[src/ocs_pkg.sv]
// ----------------------------------------
// oscillator select package
// ----------------------------------------
package ocs_pkg;
   // apb register byte offsets
   localparam logic [7:0] OFS_CLOCK_DIVISOR_REG = 8'h00;
   localparam logic [7:0] OFS_PLL_FEEDBACK_REG = 8'h04;
   localparam logic [7:0] OFS_STATUS = 8'h08;
   // clock divisor field positions
   localparam int FRC_LSB = 8;
   localparam int POST_LSB = 6;
   localparam int PRE_LSB = 0;
   // values after reset
   localparam logic [2:0] FRC_SEL_RST = 3'h0;
   localparam logic [1:0] POST_SEL_RST = 2'h1;
   localparam logic [4:0] PRE_SEL_RST = 5'h00;
   localparam logic [8:0] FB_SEL_RST = 9'h030;
   // status field positions
   localparam int ST_MODE_LSB = 0;
   localparam int ST_POSC_LSB = 3;
   localparam int ST_LOCK_BIT = 5;
   // erased config word reads all ones
   localparam logic [2:0] CFG_ERASED_MODE = 3'h7;
   localparam logic [1:0] CFG_ERASED_POSC = 2'h3;
   localparam logic [1:0] POSC_OFF = 2'h3;
   // frc divide by 16 mode
   localparam logic [8:0] FRC16_DIV = 9'h010;
   // input edges the pll needs to settle
   localparam logic [7:0] PLL_LOCK_EDGES = 8'h40;
   // credit ceiling of the pll rate model
   localparam logic [15:0] PLL_CREDIT_MAX = 16'hf000;

   // initial oscillator modes
   typedef enum logic [2:0] {
      MODE_FRC = 3'h0,
      MODE_FRC_PLL = 3'h1,
      MODE_PRI = 3'h2,
      MODE_PRI_PLL = 3'h3,
      MODE_SEC = 3'h4,
      MODE_LOW_POWER_INTERNAL_RC = 3'h5,
      MODE_FRC16 = 3'h6,
      MODE_FRCN = 3'h7
   } ocs_mode_t;

   // one-hot control states
   typedef enum logic [2:0] {
      ST_STRAP = 3'b001,
      ST_SETTLE = 3'b010,
      ST_RUN = 3'b100
   } ocs_state_t;

   // frc postscale divisor
   function automatic logic [8:0] frc_div(input logic [2:0] code);
      frc_div = (code == 3'h7) ? 9'h100 : (9'h001 << code);
   endfunction

   // pll postscale divisor, reserved code taken as 4
   function automatic logic [3:0] post_div(input logic [1:0] code);
      post_div = (code == 2'h0) ? 4'h2 : ((code == 2'h3) ? 4'h8 : 4'h4);
   endfunction

   // mode routes through the pll
   function automatic logic is_pll(input ocs_mode_t m);
      is_pll = (m == MODE_FRC_PLL) || (m == MODE_PRI_PLL);
   endfunction
endpackage

[src/ocs_pll_if.sv]
`timescale 1ns/100ps
// ----------------------------------------
// control to pll model link
// ----------------------------------------
interface ocs_pll_if;
   logic fin_rise; // one pll input edge
   logic enable; // pll path in use
   logic [4:0] pre_sel;
   logic [8:0] fb_sel;
   logic [1:0] post_sel;
   logic fosc_tick; // one pll output cycle
   logic locked; // settled, output live
   modport ctrl (output fin_rise, enable, pre_sel, fb_sel, post_sel, input fosc_tick, locked);
   modport pll (input fin_rise, enable, pre_sel, fb_sel, post_sel, output fosc_tick, locked);
endinterface

[src/ocs_pll.sv]
`timescale 1ns/100ps
// ----------------------------------------
// pll rate model: fosc = fin*m/(n1*n2)
// ----------------------------------------
module ocs_pll (
   input wire logic core_clk,
   input wire logic arst_n,
   ocs_pll_if.pll lnk
);
   typedef struct packed {
      logic [15:0] credit; // owed output cycles, scaled
      logic [7:0] lock_cnt; // input edges since change
      logic [15:0] cfg; // last seen divider setting
      logic tick;
      logic locked;
   } ocs_pll_st_t;

   ocs_pll_st_t s_reg;
   ocs_pll_st_t s_next;
   logic [5:0] n1;
   logic [9:0] m;
   logic [8:0] den;
   logic [15:0] cfg_now;

   // factor decode
   always_comb begin
      n1 = {1'b0, lnk.pre_sel} + 6'h02;
      m = {1'b0, lnk.fb_sel} + 10'h002;
      // widen both factors first: 33*8 does not fit in six bits
      den = {3'h0, n1} * {5'h00, ocs_pkg::post_div(lnk.post_sel)};
      cfg_now = {lnk.post_sel, lnk.pre_sel, lnk.fb_sel};
   end

   // credit accumulator and settle counter
   always_comb begin
      s_next = s_reg;
      s_next.tick = 1'b0;
      s_next.cfg = cfg_now;
      if (!lnk.enable || cfg_now != s_reg.cfg) begin
         // restart settling on any change
         s_next.credit = 16'h0000;
         s_next.lock_cnt = 8'h00;
         s_next.locked = 1'b0;
      end else begin
         // each input edge owes m output cycles
         if (lnk.fin_rise && s_reg.credit < ocs_pkg::PLL_CREDIT_MAX) begin
            s_next.credit = s_reg.credit + {6'h00, m};
         end
         if (s_next.credit >= {7'h00, den}) begin
            s_next.credit = s_next.credit - {7'h00, den};
            s_next.tick = s_reg.locked;
         end
         if (lnk.fin_rise && !s_reg.locked) begin
            s_next.lock_cnt = s_reg.lock_cnt + 8'h01;
         end
         s_next.locked = s_reg.locked || (s_reg.lock_cnt >= ocs_pkg::PLL_LOCK_EDGES);
      end
   end

   // state register
   always_ff @(posedge core_clk or negedge arst_n) begin
      if (!arst_n) begin
         s_reg <= '0;
      end else begin
         s_reg <= s_next;
      end
   end

   assign lnk.fosc_tick = s_reg.tick;
   assign lnk.locked = s_reg.locked;
endmodule // ocs_pll

[src/ocs_top.sv]
// Added by the designer: the register addresses and the APB interface to the registers.
`timescale 1ns/100ps
// Summary of operation
// frc postscale from 1:1 up to 1:256
// reset mode from select and primary fields
// erased fields start from fast rc
// instruction clock is oscillator clock halved
// pll prescale 2 to 33 from low field
// nine-bit feedback field sets multiplier
// postscale 2, 4 or 8, bits 7:6
// output equals fin times m over n1*n2
// prescale factor is field plus two
// multiplier is field plus two
// postscale code zero divides by two
// software keeps vco input 0.8-8 mhz
// software keeps vco output 100-200 mhz
// software keeps pll output 12.5-80 mhz
// low-power rc feeds watchdog and monitor; the code drives only wdt_ref_clk and has no clock monitor
// only frc and primary feed pll
// seven system clock options offered
// select field decodes eight modes
// frc postscale codes 1..64, then 256
// pll output held until settled
module ocs_top (
   input wire logic core_clk,
   input wire logic arst_n,
   // oscillator sources, sampled levels
   input wire logic fast_internal_rc,
   input wire logic primary_osc_in,
   input wire logic secondary_osc_in,
   input wire logic low_power_internal_rc,
   // configuration word fields
   input wire logic [2:0] initial_osc_select,
   input wire logic [1:0] primary_osc_mode_sel,
   // apb slave
   input wire logic psel,
   input wire logic penable,
   input wire logic pwrite,
   input wire logic [7:0] paddr,
   input wire logic [31:0] pwdata,
   output logic [31:0] prdata,
   output logic pready,
   output logic pslverr,
   // clock outputs as enable pulses, watchdog reference as a registered level, then mode and lock
   output logic osc_tick,
   output logic instr_tick,
   output logic wdt_ref_clk,
   output logic [2:0] osc_mode,
   output logic pll_lock
);
   // ----------------------------------------
   // state
   // ----------------------------------------
   typedef struct packed {
      ocs_pkg::ocs_state_t st; // control state
      logic [2:0] mode; // latched oscillator mode
      logic [1:0] posc; // latched primary mode
      logic [3:0] src_prev; // last source levels
      logic [2:0] frc_sel; // frc postscale code
      logic [1:0] post_sel; // pll postscale code
      logic [4:0] pre_sel; // pll prescale code
      logic [8:0] fb_sel; // pll feedback code
      logic [7:0] frc_cnt; // frc postscale count
      logic half; // instruction clock phase
      logic osc_tick; // registered fosc pulse
      logic instr_tick; // registered fcy pulse
      logic low_power_internal_rc_ref; // watchdog reference copy
      logic lock; // registered lock flag
      logic [31:0] prdata;
      logic pready;
      logic pslverr;
   } ocs_top_st_t;

   ocs_top_st_t s_reg;
   ocs_top_st_t s_next;

   // ----------------------------------------
   // combinational helpers
   // ----------------------------------------
   logic [3:0] src_now; // current source levels
   logic [3:0] rise; // rising edges per source
   logic posc_en; // primary oscillator enabled
   logic [8:0] frc_divisor; // active frc divisor
   logic frc_tick; // postscaled frc edge
   logic sel_tick; // selected oscillator edge
   logic apb_setup; // setup phase seen
   logic apb_write; // write takes effect now
   logic addr_ok; // mapped address
   logic [31:0] rd_word; // read mux result
   ocs_pkg::ocs_mode_t cur_mode;

   ocs_pll_if pll_lnk ();

   ocs_pll u_pll (
      .core_clk(core_clk),
      .arst_n(arst_n),
      .lnk(pll_lnk.pll)
   );

   // edge detect on all four sources
   always_comb begin
      src_now = {low_power_internal_rc, secondary_osc_in, primary_osc_in, fast_internal_rc};
      rise = src_now & ~s_reg.src_prev;
      cur_mode = ocs_pkg::ocs_mode_t'(s_reg.mode);
      // primary mode 11 means primary is off
      posc_en = (s_reg.posc != ocs_pkg::POSC_OFF);
   end

   // pll link drive, primary or frc only
   always_comb begin
      pll_lnk.enable = (s_reg.st != ocs_pkg::ST_STRAP) && ocs_pkg::is_pll(cur_mode);
      pll_lnk.fin_rise = (cur_mode == ocs_pkg::MODE_PRI_PLL) ? (rise[1] && posc_en) : rise[0];
      pll_lnk.pre_sel = s_reg.pre_sel;
      pll_lnk.fb_sel = s_reg.fb_sel;
      pll_lnk.post_sel = s_reg.post_sel;
   end

   // frc postscaler divisor pick
   always_comb begin
      if (cur_mode == ocs_pkg::MODE_FRC16) begin
         frc_divisor = ocs_pkg::FRC16_DIV;
      end else begin
         frc_divisor = ocs_pkg::frc_div(s_reg.frc_sel);
      end
      // a tick on the last frc edge of the group
      frc_tick = rise[0] && ({1'b0, s_reg.frc_cnt} == frc_divisor - 9'h001);
   end

   // ----------------------------------------
   // system clock source mux
   // ----------------------------------------
   // seven options; frc16 and frcn share a path
   always_comb begin
      unique case (cur_mode)
         ocs_pkg::MODE_FRC: begin
            sel_tick = rise[0];
         end
         ocs_pkg::MODE_FRC_PLL, ocs_pkg::MODE_PRI_PLL: begin
            sel_tick = pll_lnk.fosc_tick;
         end
         ocs_pkg::MODE_PRI: begin
            sel_tick = rise[1] && posc_en;
         end
         ocs_pkg::MODE_SEC: begin
            sel_tick = rise[2];
         end
         ocs_pkg::MODE_LOW_POWER_INTERNAL_RC: begin
            sel_tick = rise[3];
         end
         ocs_pkg::MODE_FRC16, ocs_pkg::MODE_FRCN: begin
            sel_tick = frc_tick;
         end
      endcase
   end

   // ----------------------------------------
   // apb decode
   // ----------------------------------------
   always_comb begin
      apb_setup = psel && !penable;
      // pready is high in every access phase
      apb_write = psel && penable && pwrite && s_reg.pready;
      addr_ok = (paddr == ocs_pkg::OFS_CLOCK_DIVISOR_REG) || (paddr == ocs_pkg::OFS_PLL_FEEDBACK_REG) || (paddr == ocs_pkg::OFS_STATUS);
      rd_word = 32'h0000_0000;
      unique case (paddr)
         ocs_pkg::OFS_CLOCK_DIVISOR_REG: begin
            rd_word[ocs_pkg::FRC_LSB +: 3] = s_reg.frc_sel;
            rd_word[ocs_pkg::POST_LSB +: 2] = s_reg.post_sel;
            rd_word[ocs_pkg::PRE_LSB +: 5] = s_reg.pre_sel;
         end
         ocs_pkg::OFS_PLL_FEEDBACK_REG: begin
            rd_word[8:0] = s_reg.fb_sel;
         end
         ocs_pkg::OFS_STATUS: begin
            // live mode and lock, read only
            rd_word[ocs_pkg::ST_MODE_LSB +: 3] = s_reg.mode;
            rd_word[ocs_pkg::ST_POSC_LSB +: 2] = s_reg.posc;
            rd_word[ocs_pkg::ST_LOCK_BIT] = s_reg.lock;
         end
         default: begin
            rd_word = 32'h0000_0000; // unmapped reads zero
         end
      endcase
   end

   // ----------------------------------------
   // next state
   // ----------------------------------------
   always_comb begin
      s_next = s_reg;
      s_next.src_prev = src_now;
      s_next.osc_tick = 1'b0;
      s_next.instr_tick = 1'b0;
      s_next.lock = pll_lnk.locked;
      // watchdog reference runs in every mode
      s_next.low_power_internal_rc_ref = low_power_internal_rc;

      // control sequence after reset release
      unique case (s_reg.st)
         ocs_pkg::ST_STRAP: begin
            // config word caught once, after release
            s_next.mode = initial_osc_select;
            s_next.posc = primary_osc_mode_sel;
            // erased word is 111: frc through postscaler
            s_next.st = ocs_pkg::ST_SETTLE;
         end
         ocs_pkg::ST_SETTLE: begin
            // non pll modes are live at once
            if (!ocs_pkg::is_pll(cur_mode) || pll_lnk.locked) begin
               s_next.st = ocs_pkg::ST_RUN;
            end
         end
         ocs_pkg::ST_RUN: begin
            // a divider rewrite drops lock: hold again
            if (ocs_pkg::is_pll(cur_mode) && !pll_lnk.locked) begin
               s_next.st = ocs_pkg::ST_SETTLE;
            end
         end
         default: begin
            s_next.st = ocs_pkg::ST_STRAP; // illegal code recovers
         end
      endcase

      // frc postscale counter, free running
      if (rise[0]) begin
         s_next.frc_cnt = frc_tick ? 8'h00 : s_reg.frc_cnt + 8'h01;
      end

      // fosc and fcy pulses only once running
      if (s_reg.st == ocs_pkg::ST_RUN && sel_tick) begin
         s_next.osc_tick = 1'b1;
         s_next.half = !s_reg.half;
         s_next.instr_tick = s_reg.half;
      end

      // apb answer registered in setup phase
      s_next.pready = apb_setup;
      s_next.pslverr = apb_setup && !addr_ok;
      if (apb_setup) begin
         s_next.prdata = pwrite ? 32'h0000_0000 : rd_word;
      end

      // register writes, status is read only
      if (apb_write) begin
         if (paddr == ocs_pkg::OFS_CLOCK_DIVISOR_REG) begin
            s_next.frc_sel = pwdata[ocs_pkg::FRC_LSB +: 3];
            s_next.post_sel = pwdata[ocs_pkg::POST_LSB +: 2];
            s_next.pre_sel = pwdata[ocs_pkg::PRE_LSB +: 5];
         end
         if (paddr == ocs_pkg::OFS_PLL_FEEDBACK_REG) begin
            s_next.fb_sel = pwdata[8:0];
         end
      end
   end

   // ----------------------------------------
   // state register
   // ----------------------------------------
   always_ff @(posedge core_clk or negedge arst_n) begin
      if (!arst_n) begin
         s_reg <= '0;
         s_reg.st <= ocs_pkg::ST_STRAP;
         s_reg.mode <= ocs_pkg::CFG_ERASED_MODE;
         s_reg.posc <= ocs_pkg::CFG_ERASED_POSC;
         s_reg.frc_sel <= ocs_pkg::FRC_SEL_RST;
         s_reg.post_sel <= ocs_pkg::POST_SEL_RST;
         s_reg.pre_sel <= ocs_pkg::PRE_SEL_RST;
         s_reg.fb_sel <= ocs_pkg::FB_SEL_RST;
      end else begin
         s_reg <= s_next;
      end
   end

   // ----------------------------------------
   // outputs, all from flops
   // ----------------------------------------
   always_comb begin
      prdata = s_reg.prdata;
      pready = s_reg.pready;
      pslverr = s_reg.pslverr;
      osc_tick = s_reg.osc_tick;
      instr_tick = s_reg.instr_tick;
      wdt_ref_clk = s_reg.low_power_internal_rc_ref;
      osc_mode = s_reg.mode;
      pll_lock = s_reg.lock;
   end
endmodule // ocs_top

[config.mk]
export PLATFORM = sky130hd
export DESIGN_NAME = ocs_top
export DESIGN_NICKNAME = d
export VERILOG_FILES = /design/src/ocs_pkg.sv /design/src/ocs_pll_if.sv /design/src/ocs_pll.sv /design/src/ocs_top.sv
export SDC_FILE = /design/constraint.sdc
export NUM_CORES = 1
export LEC_CHECK = 0
export ABC_AREA = 1
export BUFFER_PORTS_ARGS = -buffer_cell sky130_fd_sc_hd__clkbuf_2
export CORE_MARGIN = 2
export CORE_UTILIZATION = 53
export DETAILED_ROUTE_END_ITERATION = 16
export PLACE_DENSITY = 0.8
export SKIP_LAST_GASP = 1
export SLEW_MARGIN = 20
export SYNTH_ARGS = -nofsm -noshare
export SYNTH_HDL_FRONTEND = slang
export SYNTH_HIERARCHICAL = 1
export SYNTH_SLANG_ARGS = --single-unit
[constraint.sdc]
create_clock -name core_clk -period 3.84 [get_ports core_clk]
set_input_delay 0.384 -clock core_clk [delete_from_list [all_inputs] [get_ports core_clk]]
set_output_delay 0.384 -clock core_clk [all_outputs]
set_load 0.01 [all_outputs]
* Yosys cells after proc, flatten, opt, wreduce, memory -nomap -nowiden
Cells that the tools add are included.
** Word-level totals
- Flip-flop bits (word level) :: 120
- Output and inout port bits :: 41
** Cells by class
- Order comparisons :: 3
- $add $sub $neg :: 7
- Equality and inequality tests :: 20
- Reductions and logical operators :: 33
- Multiply operators :: 1
- Shift-type cells :: 1
- Muxes and demuxes :: 24
- Bitwise gates (word level) :: 2
** Operator list (count)
- 16-bit two-way mux :: 3
- 24-bit two-way mux :: 1
- 3-bit equality test, second input constant :: 6
- 9-bit two-way mux :: 2
- 16-bit by 10-bit adder with 16-bit output :: 1
- 8-bit by 1-bit adder with 8-bit output, second input constant :: 2
- 16-bit by 9-bit greater-or-equal comparator with 1-bit output :: 1
- 16-bit less-than comparator, second input constant :: 1
- 8-bit two-way mux :: 2
- 16-bit inequality test :: 1
- 16-bit by 9-bit subtractor with 16-bit output :: 1
- 5-bit one-hot mux with 3 select lines :: 1
- 1-bit logical AND :: 12
- 11-bit two-way mux :: 1
- 9-bit by 2-bit adder with 10-bit output, second input constant :: 1
- 3-bit by 2-bit equality test with 1-bit output, second input constant :: 3
- 8-bit by 9-bit equality test with 1-bit output :: 1
- 6-bit by 4-bit multiplier with 9-bit output :: 1
- 3-bit one-hot mux with 3 select lines :: 1
- 1-bit by 3-bit << shifter with 9-bit output, first input constant :: 1
- 9-bit by 1-bit subtractor with 9-bit output, second input constant :: 1
- 8-bit by 3-bit equality test with 1-bit output, second input constant :: 1
- 8-bit by 4-bit equality test with 1-bit output, second input constant :: 1
- 8-bit by 7-bit greater-or-equal comparator with 1-bit output, second input constant :: 1
- other kinds (22) :: 44

* Longest topological paths before layout
Gate-level depths: netlist of the first run.
- Depth in word-level cells :: 10
- Mapped depth :: 27
- Gate-level depth less buffers :: 27

* By module
The synthesis of the first run kept the hierarchy.
** By module, submodules not included
- ocs_pll :: times used 1, area an instance 3629.7 sq um, cells an instance 497
- ocs_top :: times used 1, area an instance 3065.4 sq um, cells an instance 379

* Worst setup path after synthesis of the first run
No wires, ideal clock.
- Path kind :: reg2reg
- From :: register pll_lnk.post_sel[0] (netlist name)
- To :: register u_pll/s_reg[37] (netlist bit)
- Cell stages (with the launch flop) :: 25
- Setup time :: 0.077 ns
- Arrival time :: 4.085 ns
- Data required time :: 3.763 ns
- Period minus slack after synthesis :: 4.163 ns
- Slack :: -0.323 ns
- Cells stage by stage :: dfstp_2 -> inv_1 -> ha_1 -> inv_1 -> or2_2 -> fa_1 -> inv_1 -> ha_1 -> ha_1 -> fa_1 -> xnor2_1 -> ha_1 -> nand2_1 -> inv_1 -> nand3_1 -> nor3_1 -> nand3_1 -> nand2_1 -> nand2_1 -> nor2_1 -> nand2_1 -> nand3_4 -> buf_6 -> nand3_1 -> a21oi_1
** RTL lines
- to (signal assigned) :: line ocs_pll.sv:65 : s_reg <= s_next;
- to (decl) :: line ocs_pll.sv:18 : ocs_pll_st_t s_reg;

==> results of run 1 <==
## final cells by class
cell class / instances / area (um2) / area share, %
clock inverter: 6 / 50.05 / 0.6450
timing repair buffer: 94 / 589.3 / 7.594
multi-input combinational: 622 / 3726 / 48.02
clock buffer: 10 / 229.0 / 2.951
tap: 172 / 215.2 / 2.773
inverter: 128 / 486.7 / 6.272
sequential: 98 / 2464 / 31.75
## power by group through the flow
stage               Sequential (uW)  Combinational, uW  Clock, uW
floorplan                      1310               1370          0
global placement               1330               1750          0
detailed placement             1340               1800          0
CTS                            1320               1940        871
global route                   1340               2330        912
finish                         1320               2060        857
## layout by cell type, fill, tap and decap left out, types with 9 or more instances in the layout
| master | instances |
|---|---|
| inv_2 | 13 |
| clkbuf_2 | 51 |
| inv_1 | 112 |
| xor2_1 | 17 |
| o21ai_0 | 41 |
| nand2_1 | 203 |
| clkbuf_16 | 9 |
| nor2_2 | 11 |
| nand4_1 | 11 |
| a21oi_1 | 25 |
| nand2_2 | 12 |
| buf_4 | 40 |
| dfrtp_1 | 89 |
| nor3_1 | 9 |
| conb_1 | 21 |
| nor2_1 | 88 |
| dfstp_2 | 9 |
| nand3_1 | 39 |
| ha_1 | 37 |
## worst register-to-register path, cell delays in order (launching register included)
cell	delay, ps
dfstp_2	550
inv_2	50
ha_4	280
inv_4	40
or2_4	220
fa_1	500
inv_2	50
ha_4	150
ha_4	160
fa_2	410
nand2_2	80
nand2_1	60
a21oi_2	180
xnor2_2	170
ha_1	300
buf_4	160
nand2_1	80
nor2_2	50
nand2_2	90
nand3_4	130
buf_6	170
o21ai_1	150
nor2_1	50
## what timing repair did
item	CTS	global route
setup buffers	3	2
gates resized for setup	13	29
cloned	1	0
setup endpoints to repair	16	16
pin swaps	16	16
## how the worst max path moves through the flow
stage	startpoint	to	slack (ps)	depth (start not counted)
finish	pll_lnk.post_sel[0]$_DFFE_PN1P_	u_pll/s_reg[30]$_DFF_PN0_	-350	22
global route	pll_lnk.post_sel[0]$_DFFE_PN1P_	u_pll/s_reg[41]$_DFF_PN0_	-540	23
CTS	pll_lnk.post_sel[0]$_DFFE_PN1P_	u_pll/s_reg[29]$_DFF_PN0_	-300	24
detailed placement	pll_lnk.post_sel[0]$_DFFE_PN1P_	u_pll/s_reg[29]$_DFF_PN0_	-350	24
global placement	pll_lnk.post_sel[0]$_DFFE_PN1P_	u_pll/s_reg[39]$_DFF_PN0_	-260	22
floorplan	pll_lnk.post_sel[0]$_DFFE_PN1P_	u_pll/s_reg[37]$_DFF_PN0_	-120	24
## stage by stage
stage	setup TNS, ps	hold slack [ps]	instances	setup slack, ps
6_report	-4674	68.17	1130	-354.3
5_1_grt	-7430	146.2	1130	-539.2
4_1_cts	-4187	146.9	1128	-296.2
3_5_place_dp	-4964	431.2	1108	-346.8
3_3_place_gp	-3558	421.7	1108	-256.2
2_1_floorplan	-1193	88.41	896	-123.0
## cell families (layout without fill, tap and decap cells)
| kind of cell | count (synthesis) | in the layout | share of synthesized area, % |
|---|---|---|---|
| xor gates and xnor gates | 28 | 28 | 3.663 |
| DFF | 98 | 98 | 36.80 |
| and+or+nand+nor | 409 | 410 | 27.06 |
| muxes | 2 | 2 | 0.3177 |
| buffers and inverters | 177 | 238 | 12.22 |
| other | 1 | 21 | 0.05601 |
| adders and majority gates | 50 | 50 | 10.02 |
| AOI/OAI and AO/OA | 111 | 111 | 9.868 |
## routing by layer
metal  global-route usage (%)  vias up
li1                         -     2902
met1                    31.13     2671
met2                    37.09      123
met3                    4.567       19
met4                    5.159        0
met5                        0        -
==> metrics.cfg, run 1 <==
[power]
power_leakage_uw=0.004231
ir_worst_vdd_mv=0.5394
power_uw=4240
pwr-share-seq_pct=31.2
swShare_pct=42.59
p_int_uw=2434
power_frac_comb_pct=48.6
switching_power_uw=1806
clockPowerShare_pct=20.2
powerDensity_nw_per_um2=546.4

[clock_tree]
cts_tree=built
clock-sinks=98
numCtsBuffers=9
cts.reportedPaths.clkPinSlew_ps=70
clkLatencyLatePin_ps=350
postCtsHoldBufs=0
root_buffer=clkbuf_16
cts_max_level=3
cts_max_path_buffers=2

[final_layout]
utilization_pct=62.25
finish.instance_area_um2=7760
fillers=1073
final_nets=1057
largest_register_ff_count=40
layout-drive-gt1-share_pct=21.50
area_delta_synth_final_pct=15.90
antennaDiodeCount=0

[setup_path]
start_kind=flip-flop
critical_path_class=reg2reg
slowest_stage=dfstp_2
r2r-start=pll_lnk.post_sel[0]$_DFFE_PN1P_
end_kind=flip-flop
critPathMostFrequentCell=ha_4
r2r_slack_ps=-350
r2r_end=u_pll/s_reg[30]$_DFF_PN0_
cp_top_family=adder cells
cp_num_buf_inv=5
max_stage_delay_ps=550
path_cells=inv_2 -> ha_4 -> inv_4 -> or2_4 -> fa_1 -> inv_2 -> ha_4 -> ha_4 -> fa_2 -> nand2_2 -> nand2_1 -> a21oi_2 -> xnor2_2 -> ha_1 -> buf_4 -> nand2_1 -> nor2_2 -> nand2_2 -> nand3_4 -> buf_6 -> o21ai_1 -> nor2_1
critPathMaxFanout=7
reg2regPathDepth=22
cp_data_arrival_time_ps=4430
required_ps=4080

[floorplan]
start_util_pct=53.71
coreArea_um2=12470
die_x_um=116.4
die_area_um2=13550
die_h_um=116.4
std_cell_rows=41
ios=95

[synth]
synth_common_cells=210 x nand2_1, 120 x inv_1, 95 x nor2_1, 89 x dfrtp_1, 44 x ha_1
yosysSeqAreaShare_pct=36.80
ys.flop_type=dfrtp_1
synth_most_common_cell=nand2_1
synthArstFlopShare_pct=100.0
syn_area_per_cell_um2=7.643
synth.top_cells.by_area=dfrtp_1 33%, nand2_1 12%, ha_1 8.2%
synth_area_um2=6695
synth_edf_count=0
synthCells=876
synth_top_area_share_pct=33.26
synth_area_leader_cell=dfrtp_1
synth_seq_cells=98
synth_warnings=6
synth.distinct_cells=52

[drt]
drt_iter0_markers=447
wl_met3_um=590
routedWlPerCell_um=12.92
wl_met1_mm=6.904
route.vias.total=5715
dr_wl_met2_mm=6.859
route.detailed.drc=0
drtAntennaViolNets=0
top_layer=met4
vias_per_cell=5.058
dr.pass1.iters=5
drt_wl_total_mm=14.61

[placement]
portBuffers=52
dpl_cell_area_um2=7258
dp_hpwl_mm=11.03
gp_congestion=0.8994

[timing]
drv_slew=0
worst_pin_slew_ps=761.8
timing.final.hold_violations=0
slew_headroom_pct=49.22
finalCritPeriodShare_pct=109.2
fmax_ghz=0.2384
fin_ws_ps=-354.3
fin_skew_ps=8.061
rsz0062_at_grt=yes
layout_min_cycle_time_ps=4194
finalSetupViolations=16

[grt]
antenna_found_initial=0
grt_max_degree=85
grt.total_usage_pct=22.62
grt_overflow=0
grt_pass1_wl_mm=24.47
grt_pass1_vias=5298

[status]
violations=setup timing
status=finished with violations

[hold_path]
min_path_type=in2async

[flow_run]
maxCapViolCount=0

No activity file was read; power rests on OpenSTA's default activity.
==> run 2: changes to the inputs <==
- CORE_UTILIZATION: 53 -> 63
- PLACE_DENSITY: 0.8 -> 0.89
- clock period: 3.84 -> 5.26 ns (I/O delays scaled with it)
==> metrics.cfg, run 2 (synthesis gave the netlist of run 1 again) <==
[timing]
holdWs_ps=93.96  ; was 68.17 ps
fin_skew_ps=17.28  ; was 8.061 ps
worst_pin_slew_ps=726.6  ; was 761.8 ps
drv_slew=0  ; unchanged
finalSetupViolations=0  ; was 16
totalNegativeSetupSlack_ps=0  ; was -4674 ps
rsz0062_at_grt=no  ; was yes
finalCritPeriodShare_pct=89.85  ; was 109.2%
slew_headroom_pct=51.56  ; was 49.22%
layout_min_cycle_time_ps=4726  ; was 4194 ps
fmax_ghz=0.2116  ; was 0.2384 GHz
timing.final.hold_violations=0  ; unchanged

[clock_tree]
cts.reportedPaths.clkPinSlew_ps=110  ; was 70 ps
postCtsHoldBufs=0  ; unchanged
cts_tree=built  ; unchanged
cts_resized=0  ; was 13
numCtsBuffers=9  ; unchanged
clkLatencyLatePin_ps=390  ; was 350 ps
clock-sinks=98  ; unchanged
post_cts.repair.setup_buffers=0  ; was 3
root_buffer=clkbuf_8  ; was clkbuf_16
cts_max_path_buffers=2  ; unchanged
cts_max_level=3  ; unchanged

[floorplan]
start_util_pct=64.85  ; was 53.71%
die_x_um=107.1  ; was 116.4 um
die_area_um2=11470  ; was 13550 um2
std_cell_rows=37  ; was 41
coreArea_um2=10320  ; was 12470 um2
ios=95  ; unchanged
die_h_um=107.1  ; was 116.4 um

[drt]
drt_wl_total_mm=13.95  ; was 14.61 mm
drt_iter0_markers=465  ; was 447
vias_per_cell=5.300  ; was 5.058
drtAntennaViolNets=0  ; unchanged
routedWlPerCell_um=13.21  ; was 12.92 um
route.detailed.drc=0  ; unchanged
route.vias.total=5597  ; was 5715
dr.pass1.iters=5  ; unchanged

[setup_path]
required_ps=5540  ; was 4080 ps
slowest_stage=dfstp_2  ; unchanged
start_kind=flip-flop  ; unchanged
end_kind=flip-flop  ; unchanged
critical_path_class=reg2reg  ; unchanged
r2r_slack_ps=530  ; was -350 ps
critPathMaxFanout=16  ; was 7
cp_data_arrival_time_ps=5000  ; was 4430 ps
max_stage_delay_ps=610  ; was 550 ps
reg2regPathDepth=24  ; was 22
path_cells=inv_1 -> ha_1 -> inv_1 -> or2_2 -> fa_1 -> inv_1 -> ha_1 -> ha_1 -> fa_1 -> xnor2_1 -> ha_1 -> nand2_1 -> inv_1 -> nand3_1 -> nor3_1 -> nand3_1 -> nand2_1 -> nand2_1 -> nor2_1 -> nand2_1 -> nand3_4 -> inv_2 -> a21oi_1 -> nor2_1  ; was inv_2 -> ha_4 -> inv_4 -> or2_4 -> fa_1 -> inv_2 -> ha_4 -> ha_4 -> fa_2 -> nand2_2 -> nand2_1 -> a21oi_2 -> xnor2_2 -> ha_1 -> buf_4 -> nand2_1 -> nor2_2 -> nand2_2 -> nand3_4 -> buf_6 -> o21ai_1 -> nor2_1
r2r-start=pll_lnk.post_sel[0]$_DFFE_PN1P_  ; unchanged
r2r_end=u_pll/s_reg[29]$_DFF_PN0_  ; was u_pll/s_reg[30]$_DFF_PN0_

[placement]
gp_congestion=0.8801  ; was 0.8994
dp_hpwl_mm=10.84  ; was 11.03 mm
portBuffers=52  ; unchanged

[flow_run]
maxCapViolCount=0  ; unchanged

[grt]
grt.total_usage_pct=25.85  ; was 22.62%
grt_max_degree=60  ; was 85
grt_pass1_wl_mm=23.39  ; was 24.47 mm
grt_overflow=0  ; unchanged
antenna_found_initial=0  ; unchanged
grt_pass1_vias=5097  ; was 5298

[final_layout]
final_nets=1019  ; was 1057
largest_register_ff_count=40  ; unchanged
area_delta_synth_final_pct=6.335  ; was 15.90%
final_cell_mix=210 x nand2_1, 120 x inv_1, 95 x nor2_1  ; was 203 x nand2_1, 112 x inv_1, 89 x dfrtp_1
antennaDiodeCount=0  ; unchanged
final_common_cell=nand2_1  ; unchanged
layout-drive-gt1-share_pct=13.26  ; was 21.50%

[status]
status=finished clean  ; was finished with violations

[power]
power_leakage_uw=0.004006  ; was 0.004231 uW
ir_worst_vdd_mv=0.3133  ; was 0.5394 mV
powerDensity_nw_per_um2=378.5  ; was 546.4 nW/um2

[hold_path]
min_path_type=in2async  ; unchanged

-- run 2: changes by cell type in the layout (fill, tap and decap cells not counted), moves of 7 or more --
cell	previous run	this run
ha_1	37	44
clkbuf_16	9	0
clkbuf_8	0	9
nand2_1	203	210
buf_4	40	6
nor2_1	88	95
inv_1	112	120
nor2_2	11	4
ha_4	7	0
-- run 2: per-stage QoR --
| stage | std cells | worst slack, ps | total power [uW] | cell area (um2) | utilization (%) |
|---|---|---|---|---|---|
| 2_1_floorplan | 896 | 1097 | 1932 | 6770 | - |
| 3_3_place_gp | 1040 | 674.7 | 2124 | 6904 | 66.88 |
| 3_5_place_dp | 1040 | 609.4 | 2157 | 6904 | 66.88 |
| 4_1_cts | 1056 | 559.8 | 2691 | 7119 | 68.96 |
| 5_1_grt | 1056 | 206.4 | 2926 | 7119 | 68.96 |
| 6_report | 1056 | 533.8 | 2695 | 7119 | 68.96 |
-- run 2: power by group --
part           switching, uW  internal, uW  leakage (uW)
logic                    787           399       0.00261
registers                108           872       0.00129
clock network            294           235      0.000108
total                   1190          1510       0.00401
-- run 2: critical path: cells and delay by family, from the launching register on --
kind,cells,cell delay (ps)
DFF,1,610
adders and majority gates,6,1980
and+or+nand+nor,11,1280
AOI/OAI and AO/OA,1,170
buffers and inverters,5,430
xor gates and xnor gates,1,150
-- run 2: metal layers --
| metal | track usage [%] | part of all wire [%] | up-vias |
|---|---|---|---|
| met5 | 0 | 0 | - |
| met4 | 9.276 | 1.9 | 0 |
| met3 | 5.046 | 6.7 | 22 |
| met2 | 39.78 | 46 | 203 |
| met1 | 36.44 | 46 | 2550 |
| li1 | - | - | 2822 |
-- run 2: how the worst max path moves through the flow --
stage / startpoint / to / cells past startpoint
after floorplan: pll_lnk.post_sel[0]$_DFFE_PN1P_ / u_pll/s_reg[37]$_DFF_PN0_ / 24
after global placement: pll_lnk.post_sel[0]$_DFFE_PN1P_ / u_pll/s_reg[29]$_DFF_PN0_ / 24
after detailed placement: pll_lnk.post_sel[0]$_DFFE_PN1P_ / u_pll/s_reg[29]$_DFF_PN0_ / 24
after CTS: pll_lnk.post_sel[0]$_DFFE_PN1P_ / u_pll/s_reg[29]$_DFF_PN0_ / 24
after global routing: pll_lnk.post_sel[0]$_DFFE_PN1P_ / u_pll/s_reg[29]$_DFF_PN0_ / 24
final: pll_lnk.post_sel[0]$_DFFE_PN1P_ / u_pll/s_reg[29]$_DFF_PN0_ / 24
-- run 2: area by class of cell --
class / instances / area (um2)
multi-input cells: 621 / 3488
inverters: 128 / 481.7
flip-flops and latches: 98 / 2464
clock buffers: 9 / 123.9
clock inverters: 7 / 91.34
fillers: 808 / 3204
well taps: 136 / 170.2
repair buffers: 57 / 300.3
